<file path="src/window_ctrl_pkg.sv">
// constants and carrier types for the window and sunroof controller
package window_ctrl_pkg;

  // ignition positions
  typedef enum logic [1:0] {
    IGN_OFF   = 2'h0,
    IGN_POS1  = 2'h1,
    IGN_POS2  = 2'h2,
    IGN_CRANK = 2'h3
  } ign_t;

  // cancel mode, fixed per market variant
  typedef enum logic [1:0] {
    CANCEL_DRIVER = 2'h0,
    CANCEL_ALL    = 2'h1,
    CANCEL_NONE   = 2'h2
  } cancel_mode_t;

  localparam int unsigned CLK_HZ       = 125_000_000;
  localparam int unsigned TICK_US      = 1000;
  localparam int unsigned TICK_CYCLES  = CLK_HZ / 1_000_000 * TICK_US;
  localparam int unsigned TICK_W       = 17;

  localparam int unsigned POST_IGN_MS  = 44000;
  localparam int unsigned INRUSH_MS    = 500;
  localparam int unsigned STALL_MS     = 300;
  localparam int unsigned RUN_MAX_MS   = 10000;
  localparam int unsigned TOUCH_MS     = 400;
  localparam int unsigned MS_W         = 16;

  localparam logic [MS_W-1:0] POST_IGN_TICKS = MS_W'(POST_IGN_MS * 1000 / TICK_US);
  localparam logic [MS_W-1:0] INRUSH_TICKS   = MS_W'(INRUSH_MS * 1000 / TICK_US);
  localparam logic [MS_W-1:0] STALL_TICKS    = MS_W'(STALL_MS * 1000 / TICK_US);
  localparam logic [MS_W-1:0] RUN_MAX_TICKS  = MS_W'(RUN_MAX_MS * 1000 / TICK_US);
  localparam logic [MS_W-1:0] TOUCH_TICKS    = MS_W'(TOUCH_MS * 1000 / TICK_US);

  localparam int unsigned NUM_WIN   = 2;
  localparam int unsigned WIN_RIGHT = 0;
  localparam int unsigned WIN_LEFT  = 1;

  typedef struct packed {
    logic up;
    logic down;
    logic stall;
  } win_in_t;

  typedef struct packed {
    logic up;
    logic down;
  } win_out_t;

  typedef struct packed {
    logic rear_window_enable;
    logic sunroof_enable;
  } idm_req_t;

endpackage : window_ctrl_pkg

</file>
<file path="src/window_motor_ctrl.sv">
// one front window motor: direction, one-touch, stall and run timeout
`timescale 1ns/10ps
module window_motor_ctrl (
  input  wire logic                       core_clk,
  input  wire logic                       rst_b,
  input  wire logic                       tick,
  input  wire logic                       allow,
  input  window_ctrl_pkg::win_in_t        sw_in,
  output window_ctrl_pkg::win_out_t       drive,
  output logic                            one_touch,
  output logic                            stalled,
  output logic                            timed_out
);

  typedef enum logic [4:0] {
    ST_IDLE  = 5'h01,
    ST_HELD  = 5'h02,
    ST_AUTO  = 5'h04,
    ST_GAP   = 5'h08,
    ST_LOCK  = 5'h10
  } mstate_t;

  typedef struct packed {
    mstate_t                             st;
    logic                                dir_up;
    logic [window_ctrl_pkg::MS_W-1:0]    run_cnt;
    logic [window_ctrl_pkg::MS_W-1:0]    stall_cnt;
    logic [window_ctrl_pkg::MS_W-1:0]    press_cnt;
    logic                                press_prev;
    logic                                stalled;
    logic                                timed_out;
    window_ctrl_pkg::win_out_t           drive;
  } mstate_pack_t;

  mstate_pack_t s_ff;
  mstate_pack_t nxt_s;

  logic pressed;
  logic want_up;
  logic run_over;
  logic stall_hit;

  // only one switch direction counts; both at once means no request
  assign pressed  = sw_in.up ^ sw_in.down;
  assign want_up  = sw_in.up;
  assign run_over = s_ff.run_cnt >= window_ctrl_pkg::RUN_MAX_TICKS;
  assign stall_hit = s_ff.stall_cnt > window_ctrl_pkg::STALL_TICKS;

  always_comb begin
    nxt_s = s_ff;
    nxt_s.press_prev = pressed;
    nxt_s.drive = '0;
    if (tick && s_ff.drive != '0 && s_ff.run_cnt != '1) begin
      nxt_s.run_cnt = s_ff.run_cnt + 1'b1;
    end
    // stall current ignored during inrush
    if (tick && s_ff.drive != '0 && s_ff.run_cnt >= window_ctrl_pkg::INRUSH_TICKS) begin
      nxt_s.stall_cnt = sw_in.stall ? s_ff.stall_cnt + 1'b1 : '0;
    end
    if (tick && pressed && s_ff.press_cnt != '1) begin
      nxt_s.press_cnt = s_ff.press_cnt + 1'b1;
    end
    if (!pressed) begin
      nxt_s.press_cnt = '0;
    end
    case (s_ff.st)
      ST_IDLE: begin
        nxt_s.run_cnt   = '0;
        nxt_s.stall_cnt = '0;
        if (allow && pressed && !s_ff.press_prev) begin
          nxt_s.dir_up    = want_up;
          nxt_s.st        = ST_HELD;
          nxt_s.stalled   = 1'b0;
          nxt_s.timed_out = 1'b0;
        end
      end
      ST_HELD: begin
        if (!allow) begin
          nxt_s.st = ST_GAP;
        end else if (stall_hit) begin
          nxt_s.stalled = 1'b1;
          nxt_s.st      = ST_LOCK;
        end else if (run_over) begin
          nxt_s.timed_out = 1'b1;
          nxt_s.st        = ST_LOCK;
        end else if (!pressed) begin
          // short press on down starts one-touch lowering
          if (!s_ff.dir_up && s_ff.press_cnt < window_ctrl_pkg::TOUCH_TICKS) begin
            nxt_s.st = ST_AUTO;
            nxt_s.drive.down = 1'b1;
          end else begin
            nxt_s.st = ST_GAP;
          end
        end else if (want_up != s_ff.dir_up) begin
          nxt_s.st = ST_GAP;
        end else begin
          nxt_s.drive.up   = s_ff.dir_up;
          nxt_s.drive.down = !s_ff.dir_up;
        end
      end
      ST_AUTO: begin
        if (!allow) begin
          nxt_s.st = ST_GAP;
        end else if (stall_hit) begin
          nxt_s.stalled = 1'b1;
          nxt_s.st      = ST_GAP;
        end else if (run_over) begin
          nxt_s.timed_out = 1'b1;
          nxt_s.st        = ST_GAP;
        end else if (pressed && s_ff.press_cnt > window_ctrl_pkg::TOUCH_TICKS) begin
          nxt_s.st = ST_LOCK;
        end else begin
          nxt_s.drive.down = 1'b1;
        end
      end
      // one idle cycle with both outputs low before any new drive
      ST_GAP: begin
        nxt_s.st = ST_IDLE;
        nxt_s.press_prev = 1'b0;
        if (pressed) begin
          nxt_s.st = ST_LOCK;
        end
      end
      ST_LOCK: begin
        if (!pressed) begin
          nxt_s.st = ST_IDLE;
        end
      end
      default: begin
        nxt_s.st = ST_IDLE;
      end
    endcase
  end

  always_ff @(posedge core_clk or negedge rst_b) begin
    if (!rst_b) begin
      s_ff <= '{st: ST_IDLE, default: '0};
    end else begin
      s_ff <= nxt_s;
    end
  end

  assign drive     = s_ff.drive;
  assign one_touch = s_ff.st == ST_AUTO;
  assign stalled   = s_ff.stalled;
  assign timed_out = s_ff.timed_out;

endmodule : window_motor_ctrl

</file>
<file path="src/power_window_sunroof_control.sv">
// front window, rear window and sunroof enable controller
// Notes on behaviour
// - cancel mode picks whether driver door, any door, or ignition off ends operation before 44 s.
// - windows and sunroof work in ignition position II and during the post-ignition time, and stop in crank.
// - each front window has separate up and down drives chosen from its switches.
// - rear window and sunroof enables follow window_allow (position II or post-ignition time) and drop in crank.
// - stall current is ignored for the first 500 ms of a motor run.
// - stall is current over threshold for more than 300 ms and cuts drive at once.
// - a motor driven one way for more than 10 s is stopped.
// - after timeout the motor restarts only on release and new press; one-touch resumes on next press.
// - a press shorter than 0.4 s starts one-touch lowering.
// - one-touch ends on stall, a re-press over 0.4 s, or 10 s run time.
// - operation stays allowed 44 s after ignition leaves position II, then stops.
// - the post-ignition timer cancels on driver door close or door open as the mode selects.
// - preconditions and cancel mode are fixed configuration, not run-time derived.
// - rear windows are controlled only by an enable request to the interior_door_module.
`timescale 1ns/10ps
module power_window_sunroof_control #(
  parameter window_ctrl_pkg::cancel_mode_t CANCEL_MODE = window_ctrl_pkg::CANCEL_DRIVER,
  parameter int unsigned                   TICK_CYCLES = window_ctrl_pkg::TICK_CYCLES
) (
  input  wire logic                       core_clk,
  input  wire logic                       rst_b,
  input  window_ctrl_pkg::ign_t           ignition,
  input  wire logic                       key_in,
  input  wire logic                       driver_door_open,
  input  wire logic                       other_door_open,
  input  window_ctrl_pkg::win_in_t        right_sw,
  input  window_ctrl_pkg::win_in_t        left_sw,
  output window_ctrl_pkg::win_out_t       right_drive,
  output window_ctrl_pkg::win_out_t       left_drive,
  output window_ctrl_pkg::idm_req_t       idm_req,
  output logic                            window_allow,
  output logic [1:0]                      one_touch,
  output logic [1:0]                      stalled,
  output logic [1:0]                      timed_out
);

  typedef struct packed {
    logic [window_ctrl_pkg::TICK_W-1:0] pre_cnt;
    logic                               tick;
    logic [window_ctrl_pkg::MS_W-1:0]   post_cnt;
    logic                               post_active;
    logic                               was_on;
    logic                               drv_open_seen;
    logic                               allow;
    window_ctrl_pkg::idm_req_t          req;
  } top_state_t;

  top_state_t s_ff;
  top_state_t nxt_s;

  // two-stage synchronisers for pin inputs
  localparam int unsigned SYNC_W = 2 + 1 + 1 + 1 + 3 + 3;
  logic [SYNC_W-1:0] sync1_ff;
  logic [SYNC_W-1:0] sync2_ff;
  window_ctrl_pkg::ign_t   ign_s;
  logic                    key_s;
  logic                    drv_s;
  logic                    oth_s;
  window_ctrl_pkg::win_in_t sw_s [window_ctrl_pkg::NUM_WIN];

  always_ff @(posedge core_clk or negedge rst_b) begin
    if (!rst_b) begin
      sync1_ff <= '0;
      sync2_ff <= '0;
    end else begin
      sync1_ff <= {ignition, key_in, driver_door_open, other_door_open, right_sw, left_sw};
      sync2_ff <= sync1_ff;
    end
  end

  assign ign_s = window_ctrl_pkg::ign_t'(sync2_ff[10:9]);
  assign key_s = sync2_ff[8];
  assign drv_s = sync2_ff[7];
  assign oth_s = sync2_ff[6];
  assign sw_s[window_ctrl_pkg::WIN_RIGHT] = sync2_ff[5:3];
  assign sw_s[window_ctrl_pkg::WIN_LEFT]  = sync2_ff[2:0];

  logic ign_on;
  logic crank;
  logic cancel_evt;

  assign ign_on = ign_s == window_ctrl_pkg::IGN_POS2;
  assign crank  = ign_s == window_ctrl_pkg::IGN_CRANK;

  // door event that ends post-ignition operation for the fixed mode
  always_comb begin
    case (CANCEL_MODE)
      window_ctrl_pkg::CANCEL_DRIVER: cancel_evt = s_ff.drv_open_seen && !drv_s;
      window_ctrl_pkg::CANCEL_ALL:    cancel_evt = oth_s || (s_ff.drv_open_seen && !drv_s);
      default:                        cancel_evt = 1'b1;
    endcase
  end

  always_comb begin
    nxt_s = s_ff;
    nxt_s.tick = 1'b0;
    if (s_ff.pre_cnt >= window_ctrl_pkg::TICK_W'(TICK_CYCLES - 1)) begin
      nxt_s.pre_cnt = '0;
      nxt_s.tick    = 1'b1;
    end else begin
      nxt_s.pre_cnt = s_ff.pre_cnt + 1'b1;
    end
    nxt_s.was_on = ign_on;
    if (ign_on) begin
      nxt_s.post_active   = 1'b0;
      nxt_s.post_cnt      = '0;
      nxt_s.drv_open_seen = 1'b0;
    end else if (s_ff.was_on && !crank) begin
      nxt_s.post_active = CANCEL_MODE != window_ctrl_pkg::CANCEL_NONE;
      nxt_s.post_cnt    = '0;
    end else if (s_ff.post_active) begin
      if (drv_s) begin
        nxt_s.drv_open_seen = 1'b1;
      end
      if (s_ff.tick) begin
        nxt_s.post_cnt = s_ff.post_cnt + 1'b1;
      end
      // 44 s window runs from ignition leaving position II; early cancel by door events
      if (crank || cancel_evt || s_ff.post_cnt >= window_ctrl_pkg::POST_IGN_TICKS) begin
        nxt_s.post_active = 1'b0;
      end
    end
    if (key_s && !s_ff.post_active && !ign_on) begin
      nxt_s.post_cnt = '0;
    end
    // next post state keeps allow up across the ignition-off edge
    nxt_s.allow = !crank && (ign_on || nxt_s.post_active);
    nxt_s.req.rear_window_enable = nxt_s.allow;
    nxt_s.req.sunroof_enable     = nxt_s.allow;
  end

  always_ff @(posedge core_clk or negedge rst_b) begin
    if (!rst_b) begin
      s_ff <= '0;
    end else begin
      s_ff <= nxt_s;
    end
  end

  window_ctrl_pkg::win_out_t drv_w [window_ctrl_pkg::NUM_WIN];

  for (genvar i = 0; i < window_ctrl_pkg::NUM_WIN; i++) begin : g_win
    window_motor_ctrl u_motor (
      .core_clk  (core_clk),
      .rst_b     (rst_b),
      .tick      (s_ff.tick),
      .allow     (s_ff.allow),
      .sw_in     (sw_s[i]),
      .drive     (drv_w[i]),
      .one_touch (one_touch[i]),
      .stalled   (stalled[i]),
      .timed_out (timed_out[i])
    );
  end

  assign right_drive  = drv_w[window_ctrl_pkg::WIN_RIGHT];
  assign left_drive   = drv_w[window_ctrl_pkg::WIN_LEFT];
  assign idm_req      = s_ff.req;
  assign window_allow = s_ff.allow;

endmodule : power_window_sunroof_control

</file>
<file path="config.mk">
export PLATFORM = sky130hd
export DESIGN_NAME = power_window_sunroof_control
export DESIGN_NICKNAME = d
export VERILOG_FILES = /design/src/window_ctrl_pkg.sv /design/src/window_motor_ctrl.sv /design/src/power_window_sunroof_control.sv
export SDC_FILE = /design/constraint.sdc
export NUM_CORES = 1
export LEC_CHECK = 0
export BUFFER_PORTS_ARGS = -buffer_cell sky130_fd_sc_hd__buf_2
export CORE_MARGIN = 4
export CORE_UTILIZATION = 30
export CTS_CLUSTER_SIZE = 24
export DETAILED_ROUTE_END_ITERATION = 8
export PLACE_DENSITY = 0.44
export SYNTH_ARGS = -nofsm -noshare
export SYNTH_HDL_FRONTEND = slang
export SYNTH_HIERARCHICAL = 1
export SYNTH_SLANG_ARGS = --single-unit
</file>
<file path="constraint.sdc">
create_clock -name core_clk -period 2.85 [get_ports core_clk]
set_clock_uncertainty 0.2 [all_clocks]
set_input_delay 0.285 -clock core_clk [delete_from_list [all_inputs] [get_ports core_clk]]
set_output_delay 0.285 -clock core_clk [all_outputs]
set_load 0.005 [all_outputs]
</file>
# Word level (Yosys, flattened, before mapping)
# Index checks and enable logic that the tools add are counted.
# W data, S select, Z words.
[word_totals]
ff_bits = 178
inputBits = 13
output_inout_bits = 13
wordCells = 236
[classes]
n_addsub = 8
n_lt_le_gt_ge = 12
n_eq_ne = 37
muxes = 92
bitwise = 2
reduce_logical = 56
[ops]
columns = ["cell", "count"]
rows = [
  ["$mux W16", 12],
  ["$add A16 B1 Y16 const B", 7],
  ["$mux W5", 22],
  ["$mux W17", 4],
  ["$gt A16 B9 Y1 const B", 4],
  ["$mux W32", 2],
  ["$ne A16 B16 Y1 const B", 4],
  ["$pmux W5 S5", 2],
  ["$ge A16 B14 Y1 const B", 2],
  ["$ge A16 B9 Y1 const B", 2],
  ["$lt A16 B9 Y1 const B", 2],
  ["$mux W1", 30],
  ["$ne A2 B2 Y1 const B", 13],
  ["$logic_and A1 B1 Y1", 23],
  ["$add A17 B1 Y17 const B", 1],
  ["$ge A17 B17 Y1 const B", 1],
  ["$ge A16 B16 Y1 const B", 1],
  ["$mux W2", 8],
  ["$mux W4", 4],
  ["$reduce_and A4 Y1", 4],
  ["$reduce_bool A2 Y1", 8],
  ["$mux W6", 2],
  ["$ne A6 B6 Y1 const B", 2],
  ["$pmux W2 S3", 2],
  ["other kinds (19)", 45],
]

# Depth between registers and ports, before layout
[depth]
depth_word = 10
mapped_depth = 8
mapped_depth_nobuf = 8

# Cells and area by module
# Netlist, hierarchy kept.
[by_module_without_submodules]
columns = ["mod", "n_inst", "cells_each", "area_each_um2", "seq_area_each_um2"]
rows = [
  ["window_motor_ctrl at g_win[1].u_motor", 1, 397, 3444.6, 1477.7],
  ["window_motor_ctrl at g_win[0].u_motor", 1, 389, 3417.0, 1477.7],
  ["power_window_sunroof_control", 1, 214, 2378.5, 1451.4],
]

# Worst setup path before layout
# OpenSTA, ideal clock, no wires.
[synth_timing]
kind = "reg2reg"
startpoint = "reg g_win[0].u_motor/s_ff[57] (netlist bit)"
endpoint = "reg g_win[0].u_motor/s_ff[54] (netlist bit)"
setup_time_ns = 0.082
arrival_ns = 2.024
t_required_ns = 2.568
path_slack_ns = 0.544
stages_incl_launch_ff = 8
n_path_buf = 1
synth_period_minus_slack_ns = 2.306
path_cell_list = "dfrtp_1 > buf_2 > or4b_4 > or4_1 > o21ai_1 > a21oi_1 > o21ai_0 > mux2_2"
[synth_via]
elab_chain_len = 3
elab_cells_between_ends = 11
classes_between = "9 x eq/ne; 1 x mux; 1 x reduce/logical"
[synth_lines]
columns = ["item", "line", "text"]
rows = [
  ["start, declared", "window_motor_ctrl.sv:35", "mstate_pack_t s_ff;"],
  ["start signal, assigned", "window_motor_ctrl.sv:139", "s_ff <= nxt_s;"],
  ["$eq A5 B2 Y1 (tied with other cells)", "window_motor_ctrl.sv:66", "case (s_ff.st)"],
  ["$ne A6 B6 Y1 (no line) (tied with other cells)", "--", ""],
  ["$reduce_and A4 Y1 (no line)", "--", ""],
]
# Parallel ways exist; a longest one is shown, timed or not.
# A chain may end at the register's enable or synchronous reset.

# Worst setup path after layout
[layout_timing]
startpoint = "reg g_win[0].u_motor/s_ff[57] (netlist bit)"
endpoint = "out one_touch[0]"
[layout_via]
elab_chain_len = 1
[layout_lines]
columns = ["item", "line", "text"]
rows = [
  ["$eq A5 B3 Y1", "window_motor_ctrl.sv:144", "assign one_touch = s_ff.st == ST_AUTO;"],
  ["end, declared", "power_window_sunroof_control.sv:34", "output logic [1:0] one_touch,"],
]
# No other way between the ends.

==> run summary <==
Peak Freq: 391 MHz
Fin. Hold Viols: 0
Number of hold buffers added after cts: 11
Worst Reg2Reg Path Length in Cells: 6
Worst Max-Slew Pin Slew: 764 ps
# setup viols final: 0
Row Count: 63
Worst hold path type: flip-flop to flip-flop
Worst setup startpoint: g_win[0].u_motor/s_ff[57]
Largest net degree at the start of global routing: 70
Cell Pwr Density: 526 mW/mm²
Count leader, synth: dfrtp_1
Synth top area share: 47.1%
Hold Crit Depth: 0
CTS tree: yes
Die area: 0.0337 mm²
Worst-Skew Late Latency: 440 ps
WL per Instance: 14.3 µm
Tmin final: 2560 ps
Root Buffer: clkbuf_16
GRT Resource Usage Total: 12.9%
Slew Viols, Final: 0
Number of enable flip-flop cells after synthesis: 0
Status: finished clean
Initial core utilization: 30.8%
Area contributors post-synth: dfrtp_1, nor2_1, xor2_1
Critical path buffers and inverters: 2
Prevailing post-synth register cell: dfrtp_1
Top cells by count, synth: dfrtp_1, nor2_1, nand2_1
Final nets: 1,077
VDD IR max: 438 µV
Worst EP required: 2370 ps
CTS Buf Count: 17
Avg Inst Size Synth: 9.24 µm²
Via count: 7,188
DRT iter0 DRCs: 439
Syn Nets: 1,032
Crit-path slowest cell: or4_2
Area Growth Syn to Fin: 14.0%
Initial antenna violation count: 0
Die height: 184 µm
Mapped Area: 0.00924 mm²
Via-to-Cell Ratio: 4.96
CP Class: flip-flop to output port
CP peak stage delay: 630 ps
Antenna-violating nets left: 0
Cells after Synth: 1,000
Vias in the first global route: 7,122
DRC Markers: 0
Ports: 26
Global-route wire length before repair: 36.1 mm
CTS Sinks: 176
RSZ-0062 raised after global routing: false
Synth warn: 6
Static leakage: 4.44 nW
R2R Path Start: g_win[0].u_motor/s_ff[31]
Die width: 184 µm
R2r endpoint: g_win[0].u_motor/s_ff[54]
Family with the most delay on the worst path: simple AND/OR/NAND/NOR gates
Crit path cell chain: nand2b_1 -> or4_2 -> inv_1 -> buf_2
Max_cap viols: 0
Sum of negative setup slack: 0 ps
Biggest area consumer among synthesized cells: dfrtp_1
Seq cells post-synth: 176
GRT overflow: 0
Worst slew margin: 48.6%
Layout cells sized above 1: 10.0%
Critical path depth in cells: 4
Yosys cell types: 72
Post-CTS setup buffers: 0
Ant diodes: 0
Clock slew at reported path FFs: 80 ps
Final worst-path cycle share: 89.7%
Detailed Route WL: 20.7 mm
1st-pass router iterations: 5
Arr. time, crit path: 2070 ps
CTS resizes: 0
Crit Path Max Fanout: 8
CORE AREA: 0.0300 mm²
Clock buffer depth: 2
Final HPWL DP: 14.0 mm
Critical path startpoint category: flip-flop
DP Cell Count: 1,405
Crit path to: one_touch[0]
Asr flop ratio synth: 100%
Seq/Total Area, Yosys: 47.7%
Number of port buffers: 24
GP Congestion: 0.799
R2r setup slk: 310 ps
CP Capture Type: output port
CTS H-Tree Depth: 4
Final cell count without fillers: 1,448
cell families after synthesis:
family | after synthesis | share of synthesized area (%)
flip-flops | 176 | 47.7
AND/OR/NAND/NOR | 472 | 25.4
buffers and inverters | 64 | 3.60
adder cells (fa/ha/maj) | 19 | 2.57
multiplexers | 3 | 0.339
XOR/XNOR | 86 | 8.15
AO/OA/AOI/OAI | 180 | 12.2
metal layers:
layer / wire (µm) / GRT usage [%] / up-vias / part of all wire, %
met2: 9690 / 20.8 / 70 / 47
met1: 10400 / 17.7 / 3486 / 50
met4: 214 / 3.37 / 0 / 1.0
li1: - / - / 3620 / -
met3: 457 / 2.59 / 12 / 2.2
met5: 0 / 0 / - / 0
metrics by stage:
stage	instance area (µm²)	setup slack [ps]	power, mW	util [%]	hold slack [ps]
finish	10500	293	5.54	35.1	151
global route	10500	141	5.84	35.1	156
CTS	10500	259	5.67	35.1	153
detailed placement	9850	363	3.29	32.8	135
global placement	9850	364	3.29	32.8	134
floorplan	9240	544	3.03	-	-211
placed cells by master (no fill, tap or decap), types with 3 or more instances in the layout:
cell | synthesis | final
o21a_1 | 3 | 3
a21oi_1 | 59 | 59
clkbuf_16 | 0 | 17
and4_1 | 7 | 7
nor3b_1 | 4 | 4
o21ai_0 | 47 | 47
nand4_1 | 33 | 33
xnor2_1 | 32 | 31
a31oi_1 | 13 | 13
inv_8 | 0 | 5
nor2b_1 | 8 | 8
and3_1 | 22 | 22
nor4_1 | 18 | 17
or2_2 | 6 | 6
or3b_1 | 4 | 4
nor3_1 | 29 | 28
buf_2 | 3 | 23
inv_1 | 31 | 31
inv_6 | 0 | 3
nand2b_1 | 10 | 10
nand2_1 | 79 | 79
nor2_1 | 161 | 161
or3_1 | 10 | 10
a31o_2 | 4 | 4
o22ai_1 | 4 | 4
or4_1 | 9 | 9
a22oi_1 | 3 | 3
a21o_1 | 12 | 12
clkinv_4 | 0 | 4
and2_1 | 7 | 7
o211a_1 | 3 | 3
dlygate4sd3_1 | 0 | 11
nand3b_1 | 6 | 6
buf_4 | 7 | 23
dfrtp_1 | 174 | 174
xor2_1 | 54 | 54
ha_1 | 19 | 19
o2111ai_1 | 3 | 3
nand3_1 | 47 | 47
sequential cells by signal (all words and copies together) (netlist names):
signal / count
g_win.u_motor/stalled: 2
idm_req: 1
g_win.u_motor/timed_out: 2
g_win.u_motor/drive: 4
sync1_ff: 10
g_win.u_motor/s_ff: 110
sync2_ff: 10
s_ff: 37
layout make-up:
type / instances / area, µm²
Fill cell: 3050 / 19500
Multi-Input combinational cell: 760 / 4520
Sequential cell: 176 / 4410
Tap cell: 390 / 488
Timing Repair Buffer: 59 / 432
Clock buffer: 17 / 425
Clock inverter: 15 / 149
Inverter: 31 / 116
power by group:
part | switching [mW] | internal (mW) | total, mW
Combinational | 0.422 | 0.193 | 0.615
Clock | 1.14 | 1.17 | 2.30
Sequential | 0.0612 | 2.56 | 2.62
Total | 1.62 | 3.92 | 5.54
worst min path at each step:
stage                startpoint                   endpoint  slack, ps
global placement    sync1_ff[7]                sync2_ff[7]        130
global route        sync1_ff[3]                sync2_ff[3]        160
CTS                 sync1_ff[0]                sync2_ff[0]        150
detailed placement  sync1_ff[0]                sync2_ff[0]        130
finish              sync1_ff[0]                sync2_ff[0]        150
floorplan                 rst_b  g_win[0].u_motor/drive[0]       -210
(Power assumes the default switching activity.)
